<file path="config.mk">
export PLATFORM = sky130hd
export DESIGN_NAME = ire_event_status
export DESIGN_NICKNAME = d
export VERILOG_FILES = /design/src/ire_pkg.sv /design/src/ire_event_status.sv /design/src/ire_bus_monitor.sv
export SDC_FILE = /design/constraint.sdc
export NUM_CORES = 1
export LEC_CHECK = 0
export ABC_AREA = 1
export BUFFER_PORTS_ARGS = -buffer_cell sky130_fd_sc_hd__buf_2
export CELL_PAD_IN_SITES_DETAIL_PLACEMENT = 1
export CELL_PAD_IN_SITES_GLOBAL_PLACEMENT = 1
export CORE_MARGIN = 5
export CORE_UTILIZATION = 36
export CTS_CLUSTER_SIZE = 40
export DETAILED_ROUTE_END_ITERATION = 10
export PLACE_DENSITY = 0.81
export SLEW_MARGIN = 25
export SYNTH_ARGS = -nofsm -noshare
export SYNTH_HDL_FRONTEND = slang
export SYNTH_SLANG_ARGS = --single-unit
export TNS_END_PERCENT = 1
</file>
<file path="constraint.sdc">
create_clock -name hclk -period 1.76 [get_ports hclk]
set_clock_uncertainty 0.15 [all_clocks]
set_input_delay 0.352 -clock hclk [delete_from_list [all_inputs] [get_ports hclk]]
set_output_delay 0.352 -clock hclk [all_outputs]
set_load 0.02 [all_outputs]
</file>
<file path="src/ire_pkg.sv">
package ire_pkg;

   // Register byte offsets
   localparam logic [7:0] ADDR_CTRL    = 8'h00;
   localparam logic [7:0] ADDR_MASKED  = 8'h2c;
   localparam logic [7:0] ADDR_MASK    = 8'h30;
   localparam logic [7:0] ADDR_RAW     = 8'h34;
   localparam logic [7:0] ADDR_CLR_ALL = 8'h40;
   localparam logic [7:0] ADDR_CLR_ACT = 8'h5c;
   localparam logic [7:0] ADDR_CLR_GC  = 8'h68;
   localparam logic [7:0] ADDR_ENABLE  = 8'h6c;
   localparam logic [7:0] ADDR_RST_EN  = 8'ha8;

   // Flag field positions in the raw and masked words
   localparam int FLAG_W      = 13;
   localparam int BIT_TXDONE  = 7;
   localparam int BIT_ACT     = 8;
   localparam int BIT_STOP    = 9;
   localparam int BIT_START   = 10;
   localparam int BIT_GC      = 11;
   localparam int BIT_RESTART = 12;

   // Configuration field positions
   localparam int CTRL_W         = 11;
   localparam int CTRL_STOP_ADDR = 7;
   localparam int CTRL_STOP_MACT = 10;

   // Reset values
   localparam logic [FLAG_W-1:0] MASK_RST   = 13'h0880;
   localparam logic [CTRL_W-1:0] CTRL_RST   = 11'h000;
   localparam logic              ENABLE_RST = 1'b0;
   localparam logic              RST_EN_RST = 1'b0;

   // AHB transfer type of a real request
   localparam logic [1:0] HTRANS_NONSEQ = 2'b10;

   // Sticky event flags
   typedef struct packed {
      logic restart;
      logic broadcast_call_flag;
      logic start;
      logic stop;
      logic activity;
      logic tx_done;
   } ire_flags_t;

   // Conditions seen on the two bus lines
   typedef struct packed {
      logic start;
      logic restart;
      logic stop;
      logic busy;
   } ire_bus_ev_t;

   // Status from the protocol engine, same clock
   typedef struct packed {
      logic       master_mode;
      logic       master_active;
      logic       own_addr_match;
      logic       broadcast_call_flag_ack;
      logic       addr_after_restart;
      logic       slave_tx_nack;
      logic       rx_valid;
      logic [7:0] rx_data;
   } ire_engine_t;

endpackage

</file>
<file path="src/ire_event_status.sv">
// Summary of operation
// The raw flag word always shows the true event state with no mask applied.
// The restart flag sets on a repeated start while addressed as slave, if enabled.
// No restart flag when the repeated start precedes the address (high speed, start byte).
// The broadcast-call flag sets only when the general call is received and acknowledged.
// The broadcast-call flag holds until disable or a read of its clear register; the code also clears it on a read of the combined clear register.
// Bytes received after an acknowledged general call go to the receive buffer.
// The start flag sets on any start or repeated start, master or slave.
// The stop flag sets on a stop condition in master and slave operation, as qualified.
// Slave with config bit 7 set flags a stop only if it was addressed.
// With that option a general call alone never qualifies a stop.
// Slave with config bit 7 clear flags every stop.
// Master with config bit 10 set flags a stop only while its master is active; the code also flags it if the master was active earlier in the transfer.
// Master with config bit 10 clear flags every stop.
// The activity flag sets on any activity and holds after return to idle.
// Activity clears only on disable, clear reads, or system reset.
// The transmit-finished flag sets when a slave-transmitted byte is not acknowledged.
// The mask is active low: a zero hides the flag from the masked view.
//
// Added by the designer: the AHB-Lite slave port.
module ire_event_status (
   input  wire logic                 hclk,
   input  wire logic                 hresetn,
   input  wire logic                 hsel,
   input  wire logic [31:0]          haddr,
   input  wire logic [1:0]           htrans,
   input  wire logic                 hwrite,
   input  wire logic [2:0]           hsize,
   input  wire logic [31:0]          hwdata,
   input  wire logic                 hready,
   output logic      [31:0]          hrdata,
   output logic                      hreadyout,
   output logic                      hresp,
   input  wire logic                 scl_in,
   input  wire logic                 sda_in,
   input  ire_pkg::ire_engine_t      engine,
   output logic                      rx_push,
   output logic      [7:0]           rx_byte
);
   import ire_pkg::*;

   ire_bus_ev_t           bus_ev;
   ire_flags_t            flags_r;
   ire_flags_t            flags_set;
   logic [FLAG_W-1:0]     raw_word;
   logic [FLAG_W-1:0]     mask_r;
   logic [CTRL_W-1:0]     ctrl_r;
   logic                  enable_r;
   logic                  rst_en_r;
   logic                  addressed_r;
   logic                  mact_seen_r;
   logic                  gc_sess_r;
   logic                  rd_acc;
   logic                  wr_acc;
   logic                  wr_pend_r;
   logic [7:0]            wr_addr_r;
   logic [7:0]            acc_addr;
   logic                  clr_all;
   logic                  clr_act;
   logic                  clr_gc;
   logic                  stop_ok;
   logic [31:0]           rd_data;
   logic [31:0]           hrdata_r;
   logic                  hreadyout_r;
   logic                  hresp_r;
   logic                  rx_push_r;
   logic [7:0]            rx_byte_r;

   // Start, stop and busy seen on the synchronised bus lines
   ire_bus_monitor u_mon (
      .hclk    (hclk),
      .hresetn (hresetn),
      .scl_in  (scl_in),
      .sda_in  (sda_in),
      .bus_ev  (bus_ev)
   );

   // Bus request decode; only whole-word singles are expected, size ignored
   assign acc_addr = haddr[7:0];
   assign rd_acc   = hsel && hready && (htrans == HTRANS_NONSEQ) && !hwrite;
   assign wr_acc   = hsel && hready && (htrans == HTRANS_NONSEQ) && hwrite;

   // Clear-on-read strobes, taken in the address phase of the read
   assign clr_all = rd_acc && (acc_addr == ADDR_CLR_ALL);
   assign clr_act = rd_acc && (acc_addr == ADDR_CLR_ACT);
   assign clr_gc  = rd_acc && (acc_addr == ADDR_CLR_GC);

   // Per-transfer memory: addressed by own address, master busy, general call
   always_ff @(posedge hclk or negedge hresetn) begin
      if (!hresetn) begin
         addressed_r <= 1'b0;
         mact_seen_r <= 1'b0;
         gc_sess_r   <= 1'b0;
      end else if (!enable_r || bus_ev.stop) begin
         addressed_r <= 1'b0;
         mact_seen_r <= 1'b0;
         gc_sess_r   <= 1'b0;
      end else begin
         if (engine.own_addr_match) begin
            addressed_r <= 1'b1;
         end
         if (engine.master_active) begin
            mact_seen_r <= 1'b1;
         end
         if (engine.broadcast_call_flag_ack) begin
            gc_sess_r <= 1'b1;
         end
      end
   end

   // Stop qualification by mode and configuration
   always_comb begin
      if (engine.master_mode) begin
         stop_ok = !ctrl_r[CTRL_STOP_MACT]
                   || mact_seen_r || engine.master_active;
      end else begin
         stop_ok = !ctrl_r[CTRL_STOP_ADDR]
                   || addressed_r;
      end
   end

   // Set terms, all gated by the controller enable
   always_comb begin
      flags_set.restart  = enable_r && bus_ev.restart && !engine.master_mode
                           && rst_en_r
                           && addressed_r
                           && !engine.addr_after_restart;
      flags_set.broadcast_call_flag = enable_r && engine.broadcast_call_flag_ack;
      flags_set.start    = enable_r && bus_ev.start;
      flags_set.stop     = enable_r && bus_ev.stop && stop_ok;
      flags_set.activity = enable_r && (bus_ev.start || bus_ev.busy
                           || engine.master_active);
      flags_set.tx_done  = enable_r && !engine.master_mode
                           && engine.slave_tx_nack;
   end

   // Restart, start, stop and transmit-finished: sticky, set beats clear
   always_ff @(posedge hclk or negedge hresetn) begin
      if (!hresetn) begin
         flags_r.restart <= 1'b0;
         flags_r.start   <= 1'b0;
         flags_r.stop    <= 1'b0;
         flags_r.tx_done <= 1'b0;
      end else begin
         flags_r.restart <= flags_set.restart || (flags_r.restart && !clr_all);
         flags_r.start   <= flags_set.start || (flags_r.start && !clr_all);
         flags_r.stop    <= flags_set.stop || (flags_r.stop && !clr_all);
         flags_r.tx_done <= flags_set.tx_done || (flags_r.tx_done && !clr_all);
      end
   end

   // Broadcast call: only disable, its clear read or the combined read
   always_ff @(posedge hclk or negedge hresetn) begin
      if (!hresetn) begin
         flags_r.broadcast_call_flag <= 1'b0;
      end else if (flags_set.broadcast_call_flag) begin
         flags_r.broadcast_call_flag <= 1'b1;
      end else if (!enable_r || clr_gc || clr_all) begin
         flags_r.broadcast_call_flag <= 1'b0;
      end
   end

   // Activity holds through idle until one of its clear events
   always_ff @(posedge hclk or negedge hresetn) begin
      if (!hresetn) begin
         flags_r.activity <= 1'b0;
      end else if (flags_set.activity) begin
         flags_r.activity <= 1'b1;
      end else if (!enable_r || clr_act || clr_all) begin
         flags_r.activity <= 1'b0;
      end
   end

   // Flag word straight from the flags, no mask in the path
   always_comb begin
      raw_word              = '0;
      raw_word[BIT_RESTART] = flags_r.restart;
      raw_word[BIT_GC]      = flags_r.broadcast_call_flag;
      raw_word[BIT_START]   = flags_r.start;
      raw_word[BIT_STOP]    = flags_r.stop;
      raw_word[BIT_ACT]     = flags_r.activity;
      raw_word[BIT_TXDONE]  = flags_r.tx_done;
   end

   // Received bytes of an acknowledged general call pass on like any data
   always_ff @(posedge hclk or negedge hresetn) begin
      if (!hresetn) begin
         rx_push_r <= 1'b0;
         rx_byte_r <= 8'h00;
      end else begin
         rx_push_r <= enable_r && engine.rx_valid
                      && (gc_sess_r || addressed_r || engine.master_mode);
         if (engine.rx_valid) begin
            rx_byte_r <= engine.rx_data;
         end
      end
   end

   // Read mux; unmapped offsets read as zero
   always_comb begin
      rd_data = 32'h0000_0000;
      case (acc_addr)
         ADDR_CTRL: begin
            rd_data[CTRL_W-1:0] = ctrl_r;
         end
         ADDR_MASKED: begin
            rd_data[FLAG_W-1:0] = raw_word & mask_r;
         end
         ADDR_MASK: begin
            rd_data[FLAG_W-1:0] = mask_r;
         end
         ADDR_RAW: begin
            rd_data[FLAG_W-1:0] = raw_word;
         end
         ADDR_CLR_ALL: begin
            rd_data[0] = |raw_word;
         end
         ADDR_CLR_ACT: begin
            rd_data[0] = flags_r.activity;
         end
         ADDR_CLR_GC: begin
            rd_data[0] = flags_r.broadcast_call_flag;
         end
         ADDR_ENABLE: begin
            rd_data[0] = enable_r;
         end
         ADDR_RST_EN: begin
            rd_data[0] = rst_en_r;
         end
         default: begin
            rd_data = 32'h0000_0000;
         end
      endcase
   end

   // Bus handshake: reads answer with no wait, writes take one wait state
   // so a following read never sees a stale register
   always_ff @(posedge hclk or negedge hresetn) begin
      if (!hresetn) begin
         hreadyout_r <= 1'b1;
         hresp_r     <= 1'b0;
         wr_pend_r   <= 1'b0;
         wr_addr_r   <= 8'h00;
      end else begin
         hresp_r <= 1'b0;
         if (wr_acc) begin
            wr_pend_r   <= 1'b1;
            wr_addr_r   <= acc_addr;
            hreadyout_r <= 1'b0;
         end else if (wr_pend_r) begin
            wr_pend_r   <= 1'b0;
            hreadyout_r <= 1'b1;
         end
      end
   end

   // Read data registered at the address phase
   always_ff @(posedge hclk or negedge hresetn) begin
      if (!hresetn) begin
         hrdata_r <= 32'h0000_0000;
      end else if (rd_acc) begin
         hrdata_r <= rd_data;
      end
   end

   // Writable registers, loaded in the wait cycle of the write
   always_ff @(posedge hclk or negedge hresetn) begin
      if (!hresetn) begin
         ctrl_r   <= CTRL_RST;
         mask_r   <= MASK_RST;
         enable_r <= ENABLE_RST;
         rst_en_r <= RST_EN_RST;
      end else if (wr_pend_r) begin
         case (wr_addr_r)
            ADDR_CTRL: begin
               ctrl_r <= hwdata[CTRL_W-1:0];
            end
            ADDR_MASK: begin
               mask_r <= hwdata[FLAG_W-1:0];
            end
            ADDR_ENABLE: begin
               enable_r <= hwdata[0];
            end
            ADDR_RST_EN: begin
               rst_en_r <= hwdata[0];
            end
            default: begin
               ctrl_r <= ctrl_r;
            end
         endcase
      end
   end

   assign hrdata    = hrdata_r;
   assign hreadyout = hreadyout_r;
   assign hresp     = hresp_r;
   assign rx_push   = rx_push_r;
   assign rx_byte   = rx_byte_r;

endmodule // ire_event_status

</file>
<file path="src/ire_bus_monitor.sv">
module ire_bus_monitor (
   input  wire logic                 hclk,
   input  wire logic                 hresetn,
   input  wire logic                 scl_in,
   input  wire logic                 sda_in,
   output ire_pkg::ire_bus_ev_t      bus_ev
);
   import ire_pkg::*;

   logic       scl_m_r;
   logic       scl_s_r;
   logic       sda_m_r;
   logic       sda_s_r;
   logic       scl_d_r;
   logic       sda_d_r;
   logic       busy_r;
   ire_bus_ev_t ev_r;

   // Two-stage synchronisers, first stage read by nothing else
   always_ff @(posedge hclk or negedge hresetn) begin
      if (!hresetn) begin
         scl_m_r <= 1'b1;
         scl_s_r <= 1'b1;
         sda_m_r <= 1'b1;
         sda_s_r <= 1'b1;
      end else begin
         scl_m_r <= scl_in;
         scl_s_r <= scl_m_r;
         sda_m_r <= sda_in;
         sda_s_r <= sda_m_r;
      end
   end

   // Delayed copies for edge detection
   always_ff @(posedge hclk or negedge hresetn) begin
      if (!hresetn) begin
         scl_d_r <= 1'b1;
         sda_d_r <= 1'b1;
      end else begin
         scl_d_r <= scl_s_r;
         sda_d_r <= sda_s_r;
      end
   end

   // Start: data falls with clock high; stop: data rises with clock high
   always_ff @(posedge hclk or negedge hresetn) begin
      if (!hresetn) begin
         ev_r   <= '0;
         busy_r <= 1'b0;
      end else begin
         ev_r.start   <= scl_s_r && scl_d_r && sda_d_r && !sda_s_r;
         ev_r.restart <= scl_s_r && scl_d_r && sda_d_r && !sda_s_r && busy_r;
         ev_r.stop    <= scl_s_r && scl_d_r && !sda_d_r && sda_s_r;
         ev_r.busy    <= busy_r;
         if (scl_s_r && scl_d_r && sda_d_r && !sda_s_r) begin
            busy_r <= 1'b1;
         end else if (scl_s_r && scl_d_r && !sda_d_r && sda_s_r) begin
            busy_r <= 1'b0;
         end
      end
   end

   assign bus_ev = ev_r;

endmodule // ire_bus_monitor

</file>
==> impl_metrics.ini, run 1 <==
[outcome]
outcome = complete, no violations

[global_route]
grt_pass1_wl_um = 15970
grt_pass1_vias = 3384
grt_antenna_before_repair = 1
grt_max_degree = 30
grt_use_total_pct = 15.66
overflow = 0

[sta]
setup_viol = 0
period_minus_slack_ns = 1.594
timing.fmax_mhz = 627.4
rsz0062_at_grt = no
min_period_over_period_pct = 90.57
setup_tns_ns = 0
hold_ws_ns = 0.02846
hold_viol_final = 0
slew_violations = 0

[power_and_ir_drop]
fin_total_pwr_w = 0.004370
power.leakage_nw = 2.389
vdd_drop_max_mv = 0.5281
pwr_density_cell_nw_per_um2 = 975.7

[die]
die_w_um = 111.5
fp.dieH_um = 111.5
io-pin-count = 134
dieArea_um2 = 12430
num_rows = 37
initial_core_util_pct = 36.41
core_um2 = 10180

[synth]
ys.flop_type = dfrtp_1
synth_edf_count = 0
ys_ff_latch = 78
synth_compound_area_share_pct = 9.244
synthTopCellsByCount = 126 x nand2_1, 69 x dfrtp_1, 42 x inv_1
synth-async-reset-ratio_pct = 100.0
yosysMostFrequentCell = nand2_1
synthCells = 415
synth-simple-area-share_pct = 25.07
synth_top_family_by_area = simple AND/OR/NAND/NOR gates
synth_seq_area_share_pct = 52.94
yosys_warnings = 0
synthAdderAreaFrac_pct = 0
synthXorXnorAreaFrac_pct = 0
syn_avg_cell_area_um2 = 8.936
netlist_area_um2 = 3709
netlist-cell-type-count = 32
synth_top_area_share_pct = 46.56
synthMuxAreaShare_pct = 2.429
yosys.area.top_type = dfrtp_1
synth_area_leaders = dfrtp_1 47%, nand2_1 13%, dfstp_2 6.4%

[cells_and_area]
drive_gt1_share_pct = 29.88
fillers = 1253
syn_to_final_growth_pct = 20.78
fin_nets = 588
multi_input_area_um2 = 1438
ff_latch_area_um2 = 1963

[drt]
drt_iter0_drc = 135
drc = 0
antenna_left = 0
routed_wl_um = 9286
dr.pass1.iters = 5
avgRoutedWirePerCell_um = 14.53
avgViaCountPerCell = 4.737
num_vias = 3027

[placement]
gp_congestion = 0.7771
io_buffer_count = 67
dpl.hpwl_um = 7025

[clock_tree]
cts_setup_buffers = 0
clock_latency_ns = 0.36
cts_tree = done
ctsRootBufferMaster = clkbuf_8
clock_path_buffers = 2
cts_buffers = 9
htreeDepth = 3
cts_sinks = 78
cts.clk_slew.worst_paths_ns = 0.09

[critical_path]
critPathBufInv = 0
crit_arrival_ns = 1.68
cpPeakStageDelay_ns = 0.39
path_max_fanout = 3
critPathKind = register to register
cp-start-kind = register
endpoint_kind = register
crit_chain = or2_4 -> nor3_1 -> nand4_1 -> nand2_1 -> o21ai_0
crit_family = simple AND/OR/NAND/NOR gates
slowest_stage = dfrtp_1
crit_required_ns = 1.85

[job]
cap_violations = 0

[hold_path]
hold_path.class = input port to register
## cell type report
cell class                      count  area share, %
Antenna cell                        1        0.05587
Clock buffer                        9          2.765
Clock inverter                      7          2.682
Inverter                           43          3.603
Multi-Input combinational cell    284          32.09
Sequential cell                    78          43.83
Tap cell                          136          3.799
Timing Repair Buffer               81          11.17
## cell families (layout without fill, tap and decap cells)
logic type      Yosys count  count (layout)
mux                       8               8
flops                    78              78
other cells               1              21
buf+inv                  72             140
simple gates            207             207
compound gates           49              49
## metrics by stage
step	cell area, um2	instances	setup slack, ns	util, %
floorplan	3780	434	0.3080	-
global placement	4203	619	0.05588	41.27
detailed placement	4203	619	-0.01120	41.27
CTS	4477	638	0.1715	43.96
global route	4479	639	0.06235	43.98
finish	4479	639	0.1660	43.98
## routing by layer
metal	share of wire, %	track usage [%]
met3	5.7	3.804
met5	0	0
met4	1.4	6.164
met1	41	18.17
met2	52	27.82
## placed cells by master, fill, tap and decap left out, types with 4 or more instances in the layout
cell / instances
o21ai_2: 24
dfrtp_1: 69
clkbuf_8: 9
buf_12: 4
nand2_1: 126
nand3_1: 23
nor2_1: 25
buf_2: 66
conb_1: 20
buf_4: 8
mux2_2: 8
dfstp_2: 9
nand4_1: 11
nor3_1: 5
inv_1: 42
o21ai_0: 20
## registers in the layout (all words and copies together), names as in the netlist, 4 cells and up
register      count
ctrl_r           11
flags_r           6
hrdata           13
mask_r           13
rx_byte           8
u_mon.bus_ev      4
wr_addr_r         8
## worst paths after layout
check,start,to,slack [ns],cells past startpoint
max reg2reg,wr_addr_r[1],enable_r,0.17,5
max in group asynchronous,hresetn,u_mon.sda_d_r,0.60,3
min in group asynchronous,hresetn,ctrl_r[6],0.31,2
min reg2reg,u_mon.scl_m_r,u_mon.scl_s_r,0.21,0
max,wr_addr_r[1],enable_r,0.17,5
min,engine[10],flags_r[5],0.03,2
## what timing repair did
item,in CTS,in global routing
hold buffers,3,0
resized for setup,0,0
endpoints found under the setup margin,0,0
endpoints found under the hold margin,27,0
## where the power goes
group	internal [W]	leakage (nW)	total, W	switching [W]
logic	0.000229	1.39	0.000579	0.000350
clock network	0.000949	0.120	0.00165	0.000704
registers	0.00200	0.879	0.00214	0.000137
total	0.00318	2.39	0.00437	0.00119
(Power assumes the default switching activity.)
==> inputs of run 2 (changes only) <==
--- a/config.mk
+++ b/config.mk
@@ -13,6 +13,7 @@
 export CORE_UTILIZATION = 36
 export CTS_CLUSTER_SIZE = 40
 export DETAILED_ROUTE_END_ITERATION = 10
+export GPL_TIMING_DRIVEN = 0
 export PLACE_DENSITY = 0.81
 export SLEW_MARGIN = 25
 export SYNTH_ARGS = -nofsm -noshare
==> impl_metrics.ini, run 2 (same netlist as run 1, synthesis figures left out) <==
[global_route]
grt_max_degree = 57
grt_pass1_vias = 3342
overflow = 0
grt_pass1_wl_um = 16240
grt_use_total_pct = 16.20
grt_antenna_before_repair = 0

[sta]
timing.fmax_mhz = 613.7
hold_viol_final = 0
setup_viol = 0
rsz0062_at_grt = no
fin_ws_ns = 0.1306
setup_tns_ns = 0
period_minus_slack_ns = 1.629
min_period_over_period_pct = 92.58
slew_violations = 0

[die]
initial_core_util_pct = 36.41
io-pin-count = 134
fp.dieH_um = 111.5
dieArea_um2 = 12430
num_rows = 37
die_w_um = 111.5
core_um2 = 10180

[critical_path]
crit_required_ns = 1.85
path_max_fanout = 3
r2r-end = enable_r
rrSetupSlack_ns = 0.13
crit_arrival_ns = 1.72
critPathKind = register to register
cp-start-kind = register
r2r_cells = 5
regToRegStartpoint = wr_addr_r[1]
endpoint_kind = register

[clock_tree]
htreeDepth = 3
cts.clk_slew.worst_paths_ns = 0.08
cts_sinks = 78
clock_path_buffers = 2
cts_tree = done
clock_latency_ns = 0.35
ctsRootBufferMaster = clkbuf_8
cts_buffers = 9

[cells_and_area]
fin_nets = 606
final_common_cell = nand2_1
final_cell_mix = 126 x nand2_1, 69 x dfrtp_1, 68 x buf_2
stdcell_count = 656
syn_to_final_growth_pct = 23.65
fillers = 1227
drive_gt1_share_pct = 31.92
num_antenna_cells = 0

[drt]
num_vias = 3027
drc = 0
avgRoutedWirePerCell_um = 14.35
drt_iter0_drc = 115
dr.pass1.iters = 4
avgViaCountPerCell = 4.614
routed_wl_um = 9412
antenna_left = 0

[placement]
dpl.hpwl_um = 7083
io_buffer_count = 66
dp_cells = 637
gp_congestion = 0.8133
pre_cts_ws_ns = -0.1023

[power_and_ir_drop]
fin_total_pwr_w = 0.004388
pwr_density_cell_nw_per_um2 = 956.8
vdd_drop_max_mv = 0.5153
power.leakage_nw = 2.463

[hold_path]
hp-start = engine[10]
hold_path.class = input port to register
hold_end = flags_r[5]
hold_depth = 2

[outcome]
outcome = complete, no violations

[job]
cap_violations = 0
## run 2: cell types whose count changed in the layout (fill, tap and decap cells not counted)
cell        previous run  this run
buf_4                  8        21
diode_2                1         0
inv_8                  0         1
buf_2                 66        68
buf_6                  0         4
clkbuf_1               0         2
clkinvlp_4             1         2
buf_16                 0         1
buf_12                 4         0
inv_6                  2         0
## run 2: through the flow
stage,area (um2),util [%],hold WS (ns)
after floorplan,3780,-,-0.09359
after detailed placement,4310,42.32,0.1301
after CTS,4586,45.02,0.02658
after global routing,4586,45.02,0.03277
after global placement,4280,42.03,0.1956
final,4586,45.02,0.04186
## run 2: what timing repair did
| item | in CTS | in global routing |
|---|---|---|
| buffers inserted | 0 | 0 |
| endpoints found under the hold margin | 23 | 0 |
| gates resized for setup | 0 | 0 |
| hold buffers | 3 | 0 |
## run 2: worst max path at each step
stage | from | endpoint | slack (ns)
2_1_floorplan | wr_addr_r[1] | mask_r[10] | 0.31
3_3_place_gp | hresetn | hrdata[11] | -0.33
3_5_place_dp | haddr[1] | hrdata[10] | -0.10
4_1_cts | wr_addr_r[1] | mask_r[10] | 0.11
5_1_grt | wr_addr_r[1] | mask_r[8] | 0.006
6_report | wr_addr_r[1] | enable_r | 0.13
## run 2: final cells by class
class,instances,area [um2],share of cell area [%]
timing repair buffer,70,390.4,8.513
clock buffer,9,123.9,2.701
multi-input combinational,284,1438,31.35
inverter,43,161.4,3.520
buffer,29,217.7,4.748
clock inverter,7,121.4,2.647
tap,136,170.2,3.711
sequential,78,1963,42.81
## run 2: worst max-delay path: stages (launching register included)
cell and delay [ns]:
dfrtp_1 0.39, or2_4 0.27, nor3_1 0.32, nand4_1 0.22
nand2_1 0.10, o21ai_0 0.07
## run 2: power breakdown
part	leakage [nW]	switching (W)	internal [W]
clock network	0.117	0.000692	0.000948
logic	1.47	0.000359	0.000254
registers	0.879	0.000133	0.00200
total	2.46	0.00119	0.00320
## run 2: layer usage
layer  up-vias  routed length [um]  global-route usage (%)
met5         -                   0                       0
li1       1483                   -                       -
met2        75                4807                   28.79
met1      1456                3927                   18.67
met4         0                 138                   4.136
met3        13                 539                   5.598
